<file path="src/drfp_pkg.sv">
// Purpose: shared constants and types for the dual rail fault protection
// Assumes: voltages arrive as millivolt codes from on-chip converters
// Notes: all thresholds are in millivolts, all counts in ref_clk cycles
package drfp_pkg;
  localparam int CLK_MHZ = 32'h7D; // 125 MHz core clock
  localparam int MV_W = 32'hC;
  localparam int PHASES = 32'h6;
  // regulation margins and arming levels
  localparam logic [11:0] OV_MARGIN_MV = 12'h0AF; // 175 mV
  localparam logic [11:0] UV_MARGIN_MV = 12'h190; // 400 mV
  localparam logic [11:0] UV_ARM_MV = 12'h1F4; // 500 mV
  localparam logic [11:0] OV_DVC_MV = 12'h708; // 1.8 V
  localparam logic [11:0] OV_DVC_OFS_MV = 12'h960; // 2.4 V
  localparam logic [11:0] OV_FLOOR_MV = 12'h0FA; // 250 mV
  localparam logic [11:0] MAX_CURRENT_SETTING_MV = 12'h4D8; // 1.24 V
  // total limit levels per power state and phase count
  localparam logic [11:0] TOT_FULL_MV = 12'h9C4; // 2.500 V
  localparam logic [11:0] TOT_N3_MV = 12'h672; // 1.650 V
  localparam logic [11:0] TOT_N4_MV = 12'h4E2; // 1.250 V
  localparam logic [11:0] TOT_N5_MV = 12'h3E8; // 1.000 V
  localparam logic [11:0] TOT_N6_MV = 12'h33E; // 0.830 V
  localparam logic [7:0] PS_FULL = 8'h00;
  localparam logic [7:0] PS_SCALE_HI = 8'h02;
  localparam logic [2:0] LOW_POWER_PHASES = 3'h2;
  localparam logic [2:0] MIN_PHASES = 3'h3;
  // slew: nanoseconds per millivolt step (20 and 5 mV/us)
  localparam int FAST_NS_PER_MV = 32'h32;
  localparam int SLOW_NS_PER_MV = 32'hC8;
  localparam int FAST_STEP_CYC = (FAST_NS_PER_MV * CLK_MHZ) / 1000;
  localparam int SLOW_STEP_CYC = (SLOW_NS_PER_MV * CLK_MHZ) / 1000;
  // extra settle time after a voltage change before checks re-arm
  localparam int REARM_US = 32'hA;
  localparam int REARM_CYC = REARM_US * CLK_MHZ;
  localparam logic [11:0] BOOT_MV = 12'h000;
  localparam logic [11:0] STEP_MV = 12'h001;

  typedef enum logic [1:0] {
    ST_RUN = 2'b00,
    ST_OV_RAMP = 2'b01,
    ST_OV_DONE = 2'b11,
    ST_HIZ = 2'b10
  } drfp_state_t;

  typedef enum logic {
    SEC_MULTI = 1'b0,
    SEC_SINGLE = 1'b1
  } drfp_sec_t;

  // one phase output pin pair: drive enable and level
  typedef struct packed {
    logic oe;
    logic level;
  } drfp_pwm_t;

  // voltage set command toward one section
  typedef struct packed {
    logic valid;
    logic fast;
    logic [11:0] targetMv;
  } drfp_cmd_t;
endpackage

</file>
<file path="src/drfp_sync.sv">
// Purpose: two flip-flop synchroniser for asynchronous pin levels
// Assumes: each bit is an independent level
// Notes: first stage feeds only the second stage
`timescale 1ns/10ps
module drfp_sync #(
  parameter int W = 1
) (
  input wire logic ref_clk,
  input wire logic srst,
  input wire logic [W-1:0] asyncIn,
  output logic [W-1:0] syncOut
);
  logic [W-1:0] meta_r;

  // two-stage capture
  always_ff @(posedge ref_clk) begin
    if (srst) begin
      meta_r <= '0;
      syncOut <= '0;
    end else begin
      meta_r <= asyncIn;
      syncOut <= meta_r;
    end
  end
endmodule // drfp_sync

</file>
<file path="src/drfp_ramp.sv">
// Purpose: reference ramp of one section toward its target voltage
// Assumes: one millivolt per step, step spacing sets the slew
// Notes: forceDown overrides commands and ramps fast to the floor
`timescale 1ns/10ps
module drfp_ramp
  import drfp_pkg::*;
(
  input wire logic ref_clk,
  input wire logic srst,
  input drfp_pkg::drfp_cmd_t cmd,
  input wire logic cmdAccept,
  input wire logic forceDown,
  output logic [11:0] refMv,
  output logic changing
);
  logic [11:0] target_r;
  logic fast_r;
  logic [7:0] divCnt_r;

  initial begin
    if (FAST_STEP_CYC < 1 || SLOW_STEP_CYC > 256)
      $error("drfp_ramp: step spacing out of range");
  end

  // step pulse from the slew divider
  wire stepEn = (divCnt_r == 8'h00);
  wire [7:0] reload = fast_r ? 8'(FAST_STEP_CYC - 1) : 8'(SLOW_STEP_CYC - 1);
  wire goUp = (refMv < target_r);
  assign changing = (refMv != target_r);

  // target selection, a new command retargets mid-ramp
  always_ff @(posedge ref_clk) begin
    if (srst) begin
      target_r <= BOOT_MV;
      fast_r <= 1'b1;
    end else if (forceDown) begin
      target_r <= OV_FLOOR_MV;
      fast_r <= 1'b1;
    end else if (cmd.valid && cmdAccept) begin
      target_r <= cmd.targetMv;
      fast_r <= cmd.fast;
    end
  end

  // slew divider and reference stepping
  always_ff @(posedge ref_clk) begin
    if (srst) begin
      divCnt_r <= 8'h00;
      refMv <= BOOT_MV;
    end else begin
      divCnt_r <= stepEn ? reload : divCnt_r - 8'h01;
      if (stepEn && changing)
        refMv <= goUp ? refMv + STEP_MV : refMv - STEP_MV;
    end
  end
endmodule // drfp_ramp

</file>
<file path="src/drfp_protect.sv">
// Purpose: fault latch and output forcing for a two-section regulator
// Assumes: sense and indicator words are same-clock converter codes in mV;
//   comparator flags and enable pins are asynchronous
// Notes: latch clears only by srst or by the enable pin going low
// Behaviour
// - over-voltage when sense exceeds reference by 175 mV
// - over-voltage latches: offender low, other high impedance, offender ready off
// - under-voltage 400 mV below reference, armed once reference over 500 mV
// - under-voltage latches all high impedance, offender ready cleared
// - per-phase and total over-current; total handled like under-voltage
// - checks armed in soft-start, masked in changes, re-armed after delay
// - over-voltage threshold 1.8 V during changes, 2.4 V with offset
// - after over-voltage the offending reference ramps down to 250 mV
// - ramp-down: offender toggles high impedance and low, enable high
// - non-offending section stays high impedance with enable low
// - fault flag high while over-voltage latched
// - ramp ends all high impedance with offender below 250 mV
// - total indicator at or over 2.5 V at full power latches all high impedance, multi ready cleared
// - per-phase over-current holds that low-side on until it clears
// - current report at 1.24 V marks the programmed maximum current
// - power states above 00h cap active multi phases at two
// - states 01h and 02h scale total level by configured phase count
// - single section disabled by its pin, its commands rejected
// - slew 20 or 5 mV per us, new target retargets the ramp
`timescale 1ns/10ps
module drfp_protect
  import drfp_pkg::*;
(
  input wire logic ref_clk,
  input wire logic srst,
  input wire logic enableIn,
  input wire logic singleSectionDisable,
  input wire logic [5:0] phaseOcIn,
  input wire logic singleOcIn,
  input wire logic [11:0] multiRailSenseMv,
  input wire logic [11:0] singleRailSenseMv,
  input drfp_pkg::drfp_cmd_t multiCmd,
  input drfp_pkg::drfp_cmd_t singleCmd,
  input wire logic offsetCommanded,
  input wire logic powerStateValid,
  input wire logic [7:0] powerStateCommand,
  input wire logic [2:0] phaseCountCfg,
  input wire logic [11:0] totalLimitIndicatorMv,
  input wire logic [11:0] currentReportIndicatorMv,
  input wire logic [6:0] loopPwm,
  input wire logic [6:0] loopDrive,
  input wire logic [1:0] loopDriverEnable,
  input wire logic [1:0] readyIn,
  output drfp_pkg::drfp_pwm_t [6:0] phasePwmOut,
  output logic [1:0] driverEnableOut,
  output logic faultFlagOut,
  output logic [1:0] railReadyOut,
  output logic [2:0] activePhaseCount,
  output logic currentAtMax,
  output logic [11:0] multiRefMv,
  output logic [11:0] singleRefMv,
  output logic singleCmdRejected,
  output drfp_pkg::drfp_state_t latchState,
  output drfp_pkg::drfp_sec_t faultSection
);
  localparam int SINGLE_IDX = PHASES;

  drfp_state_t state_r;
  drfp_state_t state_nxt;
  drfp_sec_t sec_r;
  drfp_sec_t sec_nxt;
  logic [7:0] powerState_r;
  logic [10:0] rearmM_r;
  logic [10:0] rearmS_r;
  drfp_pwm_t [6:0] pwm_nxt;
  logic [1:0] drvEn_nxt;
  logic [1:0] ready_nxt;
  logic [8:0] syncIn;
  logic [8:0] syncd;
  logic changingM;
  logic changingS;

  initial begin
    if (REARM_CYC > 2047 || REARM_CYC < 1)
      $error("drfp_protect: re-arm count does not fit its counter");
  end

  // over-voltage test against the margin or the fixed change threshold
  function automatic logic ovTrip(input logic [11:0] sense,
                                  input logic [11:0] refv,
                                  input logic masked,
                                  input logic offset);
    logic [12:0] limit;
    limit = {1'b0, refv} + {1'b0, OV_MARGIN_MV};
    if (masked)
      ovTrip = offset ? (sense > OV_DVC_OFS_MV) : (sense > OV_DVC_MV);
    else
      ovTrip = ({1'b0, sense} > limit);
  endfunction

  // under-voltage test, only above the arming reference
  function automatic logic uvTrip(input logic [11:0] sense,
                                  input logic [11:0] refv,
                                  input logic masked);
    logic [12:0] low;
    low = {1'b0, sense} + {1'b0, UV_MARGIN_MV};
    uvTrip = !masked && (refv > UV_ARM_MV) && (low < {1'b0, refv});
  endfunction

  assign syncIn = {enableIn, singleSectionDisable, singleOcIn, phaseOcIn};
  drfp_sync #(
    .W(9)
  ) u_sync (
    .ref_clk(ref_clk),
    .srst(srst),
    .asyncIn(syncIn),
    .syncOut(syncd)
  );

  wire enSync = syncd[8];
  wire singleOff = syncd[7];
  wire singleOc = syncd[6];
  wire [5:0] phaseOc = syncd[5:0];
  // latch clear: reset or enable pin low
  wire latchClear = srst || !enSync;

  // single section commands refused while disabled
  wire singleAccept = !singleOff;
  assign singleCmdRejected = singleCmd.valid && singleOff;

  wire ovRamping = (state_r == ST_OV_RAMP);
  wire forceM = (ovRamping || state_r == ST_OV_DONE) && sec_r == SEC_MULTI;
  wire forceS = (ovRamping || state_r == ST_OV_DONE) && sec_r == SEC_SINGLE;

  // reference ramps, forced to the floor after over-voltage
  drfp_ramp u_rampM (
    .ref_clk(ref_clk),
    .srst(latchClear),
    .cmd(multiCmd),
    .cmdAccept(1'b1),
    .forceDown(forceM),
    .refMv(multiRefMv),
    .changing(changingM)
  );

  drfp_ramp u_rampS (
    .ref_clk(ref_clk),
    .srst(latchClear),
    .cmd(singleCmd),
    .cmdAccept(singleAccept),
    .forceDown(forceS),
    .refMv(singleRefMv),
    .changing(changingS)
  );

  // settle counters hold checks off after each change
  always_ff @(posedge ref_clk) begin
    if (latchClear) begin
      rearmM_r <= 11'h000;
      rearmS_r <= 11'h000;
    end else begin
      if (changingM)
        rearmM_r <= 11'(REARM_CYC);
      else if (rearmM_r != 11'h000)
        rearmM_r <= rearmM_r - 11'h001;
      if (changingS)
        rearmS_r <= 11'(REARM_CYC);
      else if (rearmS_r != 11'h000)
        rearmS_r <= rearmS_r - 11'h001;
    end
  end

  wire maskM = changingM || (rearmM_r != 11'h000);
  wire maskS = changingS || (rearmS_r != 11'h000);

  wire ovM = ovTrip(multiRailSenseMv, multiRefMv, maskM, offsetCommanded);
  wire ovS = !singleOff &&
             ovTrip(singleRailSenseMv, singleRefMv, maskS, offsetCommanded);
  wire uvM = uvTrip(multiRailSenseMv, multiRefMv, maskM);
  wire uvS = !singleOff && uvTrip(singleRailSenseMv, singleRefMv, maskS);

  // power state capture, cleared with the latch
  always_ff @(posedge ref_clk) begin
    if (latchClear)
      powerState_r <= PS_FULL;
    else if (powerStateValid)
      powerState_r <= powerStateCommand;
  end

  wire lowPower = (powerState_r != PS_FULL);
  wire [2:0] capCount =
    (phaseCountCfg > LOW_POWER_PHASES) ? LOW_POWER_PHASES : phaseCountCfg;
  wire [2:0] phaseCount_nxt = lowPower ? capCount : phaseCountCfg;

  // total level scaled by configured phase count
  wire scaled = lowPower && (powerState_r <= PS_SCALE_HI);
  wire [11:0] scaledMv =
    (phaseCountCfg <= MIN_PHASES) ? TOT_N3_MV :
    (phaseCountCfg == 3'h4) ? TOT_N4_MV :
    (phaseCountCfg == 3'h5) ? TOT_N5_MV : TOT_N6_MV;
  wire [11:0] totLevel = scaled ? scaledMv : TOT_FULL_MV;
  // total over-current, armed even through changes
  wire totOc = (totalLimitIndicatorMv >= totLevel);

  // same-cycle faults: over-voltage first, multi section first
  wire ovAny = ovM || ovS;
  wire uvLike = uvM || uvS || totOc;

  // offending section output below the ramp floor
  wire offBelow = (sec_r == SEC_MULTI) ? (multiRailSenseMv < OV_FLOOR_MV) :
                  (singleRailSenseMv < OV_FLOOR_MV);

  // latch sequencing
  always_comb begin
    state_nxt = state_r;
    sec_nxt = sec_r;
    unique case (state_r)
      ST_RUN: begin
        if (ovAny) begin
          state_nxt = ST_OV_RAMP;
          sec_nxt = ovM ? SEC_MULTI : SEC_SINGLE;
        end else if (uvLike) begin
          state_nxt = ST_HIZ;
          sec_nxt = (uvM || totOc) ? SEC_MULTI : SEC_SINGLE;
        end
      end
      ST_OV_RAMP: begin
        // ramp done once the offender is below the floor
        if (offBelow)
          state_nxt = ST_OV_DONE;
      end
      ST_OV_DONE: state_nxt = ST_OV_DONE;
      ST_HIZ: state_nxt = ST_HIZ;
    endcase
  end

  // latch registers, released only by reset or enable
  always_ff @(posedge ref_clk) begin
    if (latchClear) begin
      state_r <= ST_RUN;
      sec_r <= SEC_MULTI;
    end else begin
      state_r <= state_nxt;
      sec_r <= sec_nxt;
    end
  end

  assign latchState = state_r;
  assign faultSection = sec_r;

  // phase output forcing per latch state
  always_comb begin
    logic isSingle;
    logic secOn;
    logic phaseOn;
    logic ocHere;
    logic offender;
    isSingle = 1'b0;
    secOn = 1'b0;
    phaseOn = 1'b0;
    ocHere = 1'b0;
    offender = 1'b0;
    for (int i = 0; i <= SINGLE_IDX; i++) begin
      isSingle = (i == SINGLE_IDX);
      secOn = isSingle ? !singleOff : 1'b1;
      phaseOn = isSingle || (3'(i) < activePhaseCount);
      ocHere = isSingle ? singleOc : phaseOc[i % PHASES];
      offender = (isSingle ? SEC_SINGLE : SEC_MULTI) == sec_r;
      pwm_nxt[i] = '{oe: 1'b0, level: 1'b0};
      unique case (state_r)
        ST_RUN: begin
          if (secOn && phaseOn) begin
            // per-phase over-current holds low side on
            if (ocHere)
              pwm_nxt[i] = '{oe: 1'b1, level: 1'b0};
            else
              pwm_nxt[i] = '{oe: loopDrive[i], level: loopPwm[i]};
          end
        end
        ST_OV_RAMP: begin
          // offender follows the ramp with only low or open
          if (offender && phaseOn && !offBelow)
            pwm_nxt[i] = '{oe: !loopPwm[i], level: 1'b0};
        end
        // everything open once latched or done
        ST_OV_DONE, ST_HIZ: pwm_nxt[i] = '{oe: 1'b0, level: 1'b0};
      endcase
    end
  end

  // driver enables and ready outputs per section
  always_comb begin
    drvEn_nxt = 2'b00;
    ready_nxt = 2'b00;
    for (int s = 0; s < 2; s++) begin
      unique case (state_r)
        ST_RUN: begin
          drvEn_nxt[s] = loopDriverEnable[s] && (s == 0 || !singleOff);
          ready_nxt[s] = readyIn[s] && (s == 0 || !singleOff);
        end
        ST_OV_RAMP: begin
          drvEn_nxt[s] = (1'(s) == sec_r) && !offBelow;
          ready_nxt[s] = (1'(s) != sec_r) && readyIn[s];
        end
        ST_OV_DONE, ST_HIZ: begin
          // only the latched section loses ready
          drvEn_nxt[s] = 1'b0;
          ready_nxt[s] = (1'(s) != sec_r) && readyIn[s];
        end
      endcase
    end
  end

  // registered pin outputs
  always_ff @(posedge ref_clk) begin
    if (latchClear) begin
      phasePwmOut <= '0;
      driverEnableOut <= 2'b00;
      railReadyOut <= 2'b00;
      faultFlagOut <= 1'b0;
    end else begin
      phasePwmOut <= pwm_nxt;
      driverEnableOut <= drvEn_nxt;
      railReadyOut <= ready_nxt;
      faultFlagOut <= (state_nxt == ST_OV_RAMP) ||
                      (state_nxt == ST_OV_DONE);
    end
  end

  // reporting outputs
  always_ff @(posedge ref_clk) begin
    if (srst) begin
      activePhaseCount <= 3'h0;
      currentAtMax <= 1'b0;
    end else begin
      activePhaseCount <= phaseCount_nxt;
      // maximum current mark on the report indicator
      currentAtMax <= (currentReportIndicatorMv >= MAX_CURRENT_SETTING_MV);
    end
  end
endmodule // drfp_protect

</file>
<file path="config.mk">
export PLATFORM = sky130hd
export DESIGN_NAME = drfp_protect
export DESIGN_NICKNAME = d
export VERILOG_FILES = /design/src/drfp_pkg.sv /design/src/drfp_sync.sv /design/src/drfp_ramp.sv /design/src/drfp_protect.sv
export SDC_FILE = /design/constraint.sdc
export NUM_CORES = 1
export LEC_CHECK = 0
export BUFFER_PORTS_ARGS = -buffer_cell sky130_fd_sc_hd__buf_2
export CAP_MARGIN = 20
export CORE_ASPECT_RATIO = 1.5
export CORE_MARGIN = 4
export CORE_UTILIZATION = 60
export DETAILED_ROUTE_END_ITERATION = 7
export GPL_TIMING_DRIVEN = 0
export PLACE_DENSITY_LB_ADDON = 0.1
export SYNTH_ARGS = -nofsm -noshare
export SYNTH_HDL_FRONTEND = slang
export SYNTH_SLANG_ARGS = --single-unit
</file>
<file path="constraint.sdc">
create_clock -name ref_clk -period 8.3 [get_ports ref_clk]
set_input_delay 2.075 -clock ref_clk [delete_from_list [all_inputs] [get_ports ref_clk]]
set_output_delay 2.075 -clock ref_clk [all_outputs]
set_load 0.01 [all_outputs]
</file>
==> results by stage, run 1 <==
Layout:
- The number of standard cells in the layout, taps in and fillers out is 1,495.
- The post-layout instance area is 10,900 um2.
- The footprint of the multi-input gates is 5980 um2.
- The fraction of layout cells with a size suffix above 1 is 0.171.
- The number of nets at the end of the flow is 1,521.
- The area taken by flip-flops and latches is 2800 um2.
- The share of the core filled with cells in the final layout is 0.721.
- Relative to the synthesized area, the layout overhead comes to 18.2%.
- Counting the fill cells in the layout gives 1,214.

Clock network:
- Clock tree synthesis found a total of 140 sinks.
- TritonCTS built the clock tree.
- Clock tree synthesis inserted a total of 17 buffers.
- Clock-pin slew was measured on the worst setup and hold paths at 0.06 ns.
- Counting along the longest clock path gives a buffer depth of 2.
- The clock latency of the later-clocked register in the worst-skew pair is 0.42 ns.
- In this run, post-CTS repair resized a total of 0 instances.
- The CTS H-tree depth is 4.
- The post-CTS setup repair buffer count is 0.
- The root buffer cell chosen for the clock tree is sky130_fd_sc_hd__clkbuf_16.
- The count of hold buffers inserted by post-cts repair is 0.

Synth:
- The area share of the largest cell type after synthesis is 0.305.
- Counting instances in the post-synthesis netlist gives the leading cell types as sky130_fd_sc_hd__dfxtp_1, sky130_fd_sc_hd__ha_1, sky130_fd_sc_hd__nand2_1.
- The library cell with the largest summed area after synthesis is sky130_fd_sc_hd__dfxtp_1.
- The number of register bits inferred by synthesis is 140.
- The average cell area after synthesis is 8.36 um2.
- The post-synthesis async set-or-reset flop share is 0.
- The unique cell type count in the Yosys netlist is 71.
- The area of the mapped netlist is 9190 um2.
- The net count after synthesis is 1,338.
- The most used flip-flop cell after synthesis is sky130_fd_sc_hd__dfxtp_1.
- The gate count after technology mapping is 1,099.
- For this run, the register share of the synthesized area comes to 0.305.
- Counting flops with a built-in enable in the synthesized netlist gives 0.
- sky130_fd_sc_hd__dfxtp_1 is the most common cell in the netlist.
- Ranked by total cell area, the synthesized netlist is headed by sky130_fd_sc_hd__dfxtp_1, sky130_fd_sc_hd__ha_1, sky130_fd_sc_hd__xnor2_1.
- The warning count from the yosys run is 0.

Timing:
- The tightest slew margin relative to the limit is 0.375.
- Setup repair after global routing left no endpoint under its margin.
- Of the available clock period, the critical path in the final layout requires 0.544.
- The final count of hold timing violations is 0.
- Based on the critical path, the design can be clocked at up to 222 MHz.
- The final-report max-slew violation count is 0.
- The worst path needs 4.51 ns of the cycle, external delays included.
- Once routing completed, OpenROAD measured the worst setup slack at 3.79 ns.
- Final hold analysis gives a worst-case slack of 0.418 ns.
- For the pin with the worst max-slew slack, the measured transition is 0.937 ns.
- On the final layout, the worst clock skew is 0.00903 ns.
- Summed over all failing endpoints, the final setup total negative slack is 0 ns.
- The count of endpoints failing setup in the final report is 0.

Floorplan:
- The core footprint is 15,100 um2.
- The width of the die is 109 um.
- The initial utilization of the core area, before any placement, comes to 0.610.
- The vertical extent of the die is 160 um.
- In this run the count of I/O pins placed on the die edge is 169.
- The area of the die is 17,400 um2.
- The number of standard-cell rows in the floorplan is 55.

Global routing:
- The total global routing track utilization is 0.292.
- The total overflow left after global routing is 0.
- Entering global routing, the biggest net connects 17 pins.
- The initial antenna violation count is 2.
- The first global-routing pass estimated 40,100 um of wire.
- The number of global-route vias before repair is 8,631.

Setup path:
- The largest single stage delay on the critical path is 0.13 ns.
- The worst reg2reg path endpoint is u_rampM.refMv[10].
- Traced cell by cell, the critical path runs through buf_2 -> and2_1 -> buf_2.
- The worst setup path is launched from an input pin.
- The worst setup path is captured at an output pin.
- The critical path ends at singleCmdRejected.
- For the worst setup path, the data required time is 6.23 ns.
- STA puts the critical path data arrival time at 2.44 ns.
- The number of cells on the worst reg-to-reg path is 16.
- The setup path with the least slack is of type in2out.
- Across all register-to-register paths, the minimum setup slack is 4.02 ns.
- For this design, the slowest cell found on the critical path is sky130_fd_sc_hd__buf_2.
- Along the worst path, the maximum fanout reaches 3.
- Counting stages on the worst path, the most repeated cell is sky130_fd_sc_hd__buf_2.
- The worst register-to-register path begins at u_rampM.refMv[0].
- The startpoint of the worst setup timing path is singleCmd[13].

Routing:
- The first TritonRoute pass finished after 5 iterations.
- The detailed router finished its first iteration with 423 violations.
- Once detail routing completed, the nets flagged for antenna violations numbered 0.
- In the routed design, unresolved DRC markers number 0.
- The sum of routed wire length over all layers is 25,100 um.
- The via count is 8,700.
- After detailed routing, the number of vias per cell comes to 5.82.
- The mean routed wirelength per cell is 16.8 um.

Power:
- The switching share of total power is 0.314.
- Of the total power, combinational logic draws 0.257.
- The sequential group share of total power is 0.356.
- After layout, the design draws a total of 1.98 mW.
- The standby leakage power is 4.87 nW.
- For this design the ratio of total power to cell area is 182 nW/um2.
- The cell-internal power is 1.36 mW.
- The net switching power of the design is 0.622 mW.
- IR analysis of the VDD net gives a maximum drop of 0.144 mV.
- The power share of the clock group is 0.387.

Worst hold path:
- The startpoint identified for the worst hold timing path is u_sync.syncOut[0].
- The worst hold path belongs to the class reg2reg.

Run:
- The count of maximum capacitance violations is 0.

Placed design:
- The final weighted congestion in routability-driven placement is 0.889.
- The post-place instance area is 10,300 um2.
- Detailed placement ended at an HPWL of 19,700 um.
- The count of port buffers added during placement is 163.
- The post-placement cell count is 1,462.
- Before CTS, the worst setup slack after placement is 3.68 ns.

Outcome:
- The flow ran to the end, and the final reports show no timing, DRC or antenna violations.
worst max-delay path: cells and delay by family:
family	cells	cell delay (ns)
buffers and inverters	2	0.24
AND/OR/NAND/NOR	1	0.12
worst min path at each step:
stage	endpoint	cells past startpoint
6_report	phasePwmOut[0]	1
5_1_grt	phasePwmOut[0]	1
4_1_cts	phasePwmOut[0]	1
3_5_place_dp	phasePwmOut[4]	1
3_3_place_gp	phasePwmOut[12]	1
2_1_floorplan	phasePwmOut[6]	1
flip-flops by register name, summed over array words and instances (netlist names), 2 cells and up:
signal            count
u_rampM.divCnt_r      8
u_rampS.target_r     12
u_sync.meta_r         9
u_rampS.refMv        12
u_sync.syncOut        9
phasePwmOut          14
powerState_r          8
u_rampM.refMv        12
railReadyOut          2
rearmS_r             11
driverEnableOut       2
activePhaseCount      3
u_rampS.divCnt_r      8
u_rampM.target_r     12
rearmM_r             11
latchState            2
power groups by stage:
stage	clock (mW)	sequential, mW	combinational (mW)
3_3_place_gp	0	0.719	0.493
3_5_place_dp	0	0.719	0.502
6_report	0.766	0.705	0.510
2_1_floorplan	0	0.717	0.369
4_1_cts	0.776	0.705	0.507
5_1_grt	0.806	0.707	0.570
final cells by class:
type                            instances  area share
Multi-Input combinational cell        851       0.550
Antenna cell                            1    0.000230
Inverter                               78      0.0270
Tap cell                              199      0.0229
Timing Repair Buffer                  164      0.0756
Clock inverter                         14      0.0145
Buffer                                 30      0.0108
Sequential cell                       140       0.258
Clock buffer                           18      0.0404
kinds of logic (layout without fill, tap and decap cells):
group,count (synthesis),in the layout,synth area share
compound gates,245,245,0.170
xor+xnor,70,70,0.0667
fa+ha+maj,121,121,0.166
buf+inv,108,304,0.0447
flops,140,140,0.305
mux,29,29,0.0317
other cells,0,1,0
simple gates,386,386,0.216
layout by cell type (no fill, tap or decap), drive strengths merged, types with 15 or more instances in the layout:
master,count
buf,172
dfxtp,140
ha,119
nand2,99
a21oi,89
nor2,89
inv,84
xnor2,52
o21ai,43
clkbuf,40
nor3,38
nor2b,29
mux2i,28
nand3,27
xor2,18
a21o,18
o21a,15
nand4,15
a211oi,15
routing by layer:
metal	share of wire	wire length, um	vias up	GRT usage
met5	0.00044	11	-	0
met4	0.054	1350	2	0.172
met3	0.059	1480	89	0.0625
met2	0.52	13000	287	0.520
met1	0.37	9310	4035	0.307
li1	-	-	4287	-
No activity file was read; power rests on OpenSTA's default activity.
==> run 2: changes to the inputs <==
--- a/config.mk
+++ b/config.mk
@@ -9,7 +9,7 @@
 export CAP_MARGIN = 20
 export CORE_ASPECT_RATIO = 1.5
 export CORE_MARGIN = 4
-export CORE_UTILIZATION = 60
+export CORE_UTILIZATION = 51
 export DETAILED_ROUTE_END_ITERATION = 7
 export GPL_TIMING_DRIVEN = 0
 export PLACE_DENSITY_LB_ADDON = 0.1
==> constraint.sdc (replaced) <==
create_clock -name ref_clk -period 3.9 [get_ports ref_clk]
set_input_delay 0.975 -clock ref_clk [delete_from_list [all_inputs] [get_ports ref_clk]]
set_output_delay 0.975 -clock ref_clk [all_outputs]
set_load 0.01 [all_outputs]
==> results by stage, run 2 (synthesis results as in run 1) <==
Setup path:
- At the worst endpoint, the required time is 4.20 ns.
- The worst setup path is launched from a flop.
- The sort of element at the end of the critical path is a flop.
- The worst register-to-register path begins at u_rampM.refMv[5].
- The worst register-to-register path ends at u_rampM.refMv[10].
- The number of cells on the worst reg-to-reg path is 15.
- The critical path is of the reg2reg type.
- The worst path arrival time is 4.08 ns.
- In this run the worst path has a maximum fanout of 8.
- The worst-case register-to-register setup slack is 0.11 ns.

Floorplan:
- After floorplanning, the core was sized to cover 17,500 um2.
- The initial utilization of the core area, before any placement, comes to 0.525.
- The floorplan step defined a die boundary enclosing 20,300 um2.
- In this run the horizontal extent of the chip is 118 um.
- 169 I/O pins were placed.
- The die is 172 um tall.
- The number of standard-cell rows in the floorplan is 59.

Timing:
- The worst hold slack is 0.411 ns.
- Setup repair after global routing could not meet its margin everywhere.
- Setup violations remaining at the end of the flow were counted as 0.
- The tightest slew margin relative to the limit is 0.430.
- The final count of hold timing violations is 0.
- The final cycle utilization of the critical path is 0.971.
- Across all setup checks in the final design, the least slack found is 0.112 ns.
- The largest clock skew in the final design is 0.00810 ns.
- The final-report max-slew violation count was 0.
- The post-route minimum period is 3.79 ns.
- Adding up every negative setup slack in the final design gives 0 ns.
- At the pin with the least slew margin, the transition time is 0.854 ns.
- For this run, the top clock speed supported by timing is 264 MHz.

Worst hold path:
- The worst hold path belongs to the class reg2reg.
- The number of cells on the worst hold path is 1.
- The hold-critical path endpoint is phasePwmOut[0].
- The startpoint of the lowest-slack hold path is u_sync.syncOut[0].

Layout:
- Leaving out fill and tap cells, the most frequent cell in the layout is sky130_fd_sc_hd__buf_2.
- More flip-flops sit in one register than any other, and that register is phasePwmOut.
- The post-layout instance area is 10,900 um2.
- Of the cells placed in the final design, the portion with a size suffix greater than 1 is 0.181.
- The library cells used most frequently in the layout, excluding fill and tap cells, are sky130_fd_sc_hd__buf_2, sky130_fd_sc_hd__dfxtp_1, sky130_fd_sc_hd__ha_1, sky130_fd_sc_hd__nand2_1.
- The area growth from synthesis to layout is 18.7%.
- The filler cell count is 1,600.
- For this run, the share of the core covered by cells in the final layout is 0.624.
- The flip-flop count of the largest register after layout is 14.
- The number of nets at the end of the flow is 1,521.
- The number of standard cells in the layout, taps in and fillers out is 1,508.
- The total inserted antenna cells is 0.

Global routing:
- For this run, the total global-route usage over all layers was measured as 0.255.
- The final global-route overflow total is 0.
- The global-route wire length before repair is 41,600 um.
- The number of global-route vias before repair is 8,594.
- The initial antenna violation count is 0.
- Entering global routing, the biggest net connects 17 pins.

Clock network:
- The sink count of the clock tree is 140.
- TritonCTS built the clock tree.
- The post-CTS setup repair buffer count is 0.
- The CTS H-tree depth is 4.
- The root buffer cell is sky130_fd_sc_hd__clkbuf_16.
- After clock tree synthesis, the clock-pin slew on the worst setup and hold paths is 0.07 ns.
- Clock latency on the worst-skew pair, taken at its later pin, is 0.43 ns.
- The clock tree buffer depth is 2.
- TritonCTS created 17 clock buffers.

Routing:
- In this run, the number of DRC markers left after iteration 0 of detailed routing was 402.
- The final route contains 8,545 vias.
- The average vias per placed instance is 5.67.
- The sum of routed wire length over all layers is 25,900 um.
- After detailed routing, the number of remaining DRC violations is 0.
- In this run the remaining antenna-violating nets after routing total 0.
- The mean routed wirelength per cell is 17.2 um.
- The length of the first detailed-routing pass in iterations is 5.

Placed design:
- The placement-stage worst setup slack is -0.357 ns.
- Counting tap cells, the placed design contains a total of 1,476 instances.
- The count of port buffers added during placement is 163.
- The final weighted congestion in routability-driven placement is 0.910.
- The HPWL reported at the end of detailed placement is 20,400 um.
- The post-place instance area is 10,300 um2.

Run:
- The count of maximum capacitance violations is 0.

Power:
- The worst supply voltage drop on vdd is 0.294 mV.
- Power comes to 4.24 mW.
- The standby leakage power is 4.87 nW.
- The cell area power density is 389 nW/um2.

Outcome:
- The run finished with clean final reports.
run 2: critical path, cell delays in order, from the launching register on:
cell and delay, ns:
sky130_fd_sc_hd__dfxtp_4 0.38, sky130_fd_sc_hd__ha_1 0.31, sky130_fd_sc_hd__a21o_1 0.16, sky130_fd_sc_hd__a21o_1 0.19, sky130_fd_sc_hd__a21o_1 0.19, sky130_fd_sc_hd__a221oi_2 0.32
sky130_fd_sc_hd__o21ai_2 0.15, sky130_fd_sc_hd__clkbuf_4 0.22, sky130_fd_sc_hd__fa_1 0.41, sky130_fd_sc_hd__a21o_1 0.20, sky130_fd_sc_hd__a21o_1 0.21, sky130_fd_sc_hd__a21oi_2 0.16
sky130_fd_sc_hd__o21ai_0 0.15, sky130_fd_sc_hd__a41oi_1 0.25, sky130_fd_sc_hd__mux2i_1 0.24, sky130_fd_sc_hd__o311ai_1 0.11
run 2: cell type report:
type	instances	area (um2)	share of cell area
multi-input combinational	851	6000	0.550
sequential	140	2820	0.258
timing repair buffer	164	823	0.0755
clock buffer	17	425	0.0390
inverter	78	293	0.0268
tap	213	267	0.0244
clock inverter	15	168	0.0154
buffer	30	118	0.0108
run 2: report_power, final:
part	total (mW)	switching, mW	internal, mW
Clock	1.64	0.721	0.914
Sequential	1.50	0.0392	1.46
Combinational	1.11	0.642	0.464
run 2: worst max path at each step:
| stage | startpoint | to | depth (start not counted) |
|---|---|---|---|
| after floorplan | u_rampM.refMv[5] | u_rampM.refMv[10] | 14 |
| after global placement | u_rampM.refMv[0] | u_rampM.refMv[10] | 15 |
| after detailed placement | u_rampM.refMv[0] | u_rampM.refMv[10] | 16 |
| after CTS | u_rampM.refMv[4] | u_rampM.refMv[10] | 15 |
| after global routing | u_rampM.refMv[5] | u_rampM.refMv[10] | 15 |
| final | u_rampM.refMv[5] | u_rampM.refMv[10] | 15 |
run 2: per-layer routing:
| layer | part of all wire | routed length, um | global-route usage |
|---|---|---|---|
| met3 | 0.054 | 1390 | 0.0458 |
| met1 | 0.39 | 10200 | 0.276 |
| met4 | 0.034 | 879 | 0.114 |
| met5 | 0 | 0 | 0 |
| met2 | 0.52 | 13400 | 0.483 |
run 2: timing repair:
item,in CTS,in global routing
hold buffers,0,0
hold endpoints to repair,0,0
endpoints found under the setup margin,5,7
pin swaps,0,3
gates resized for setup,5,13
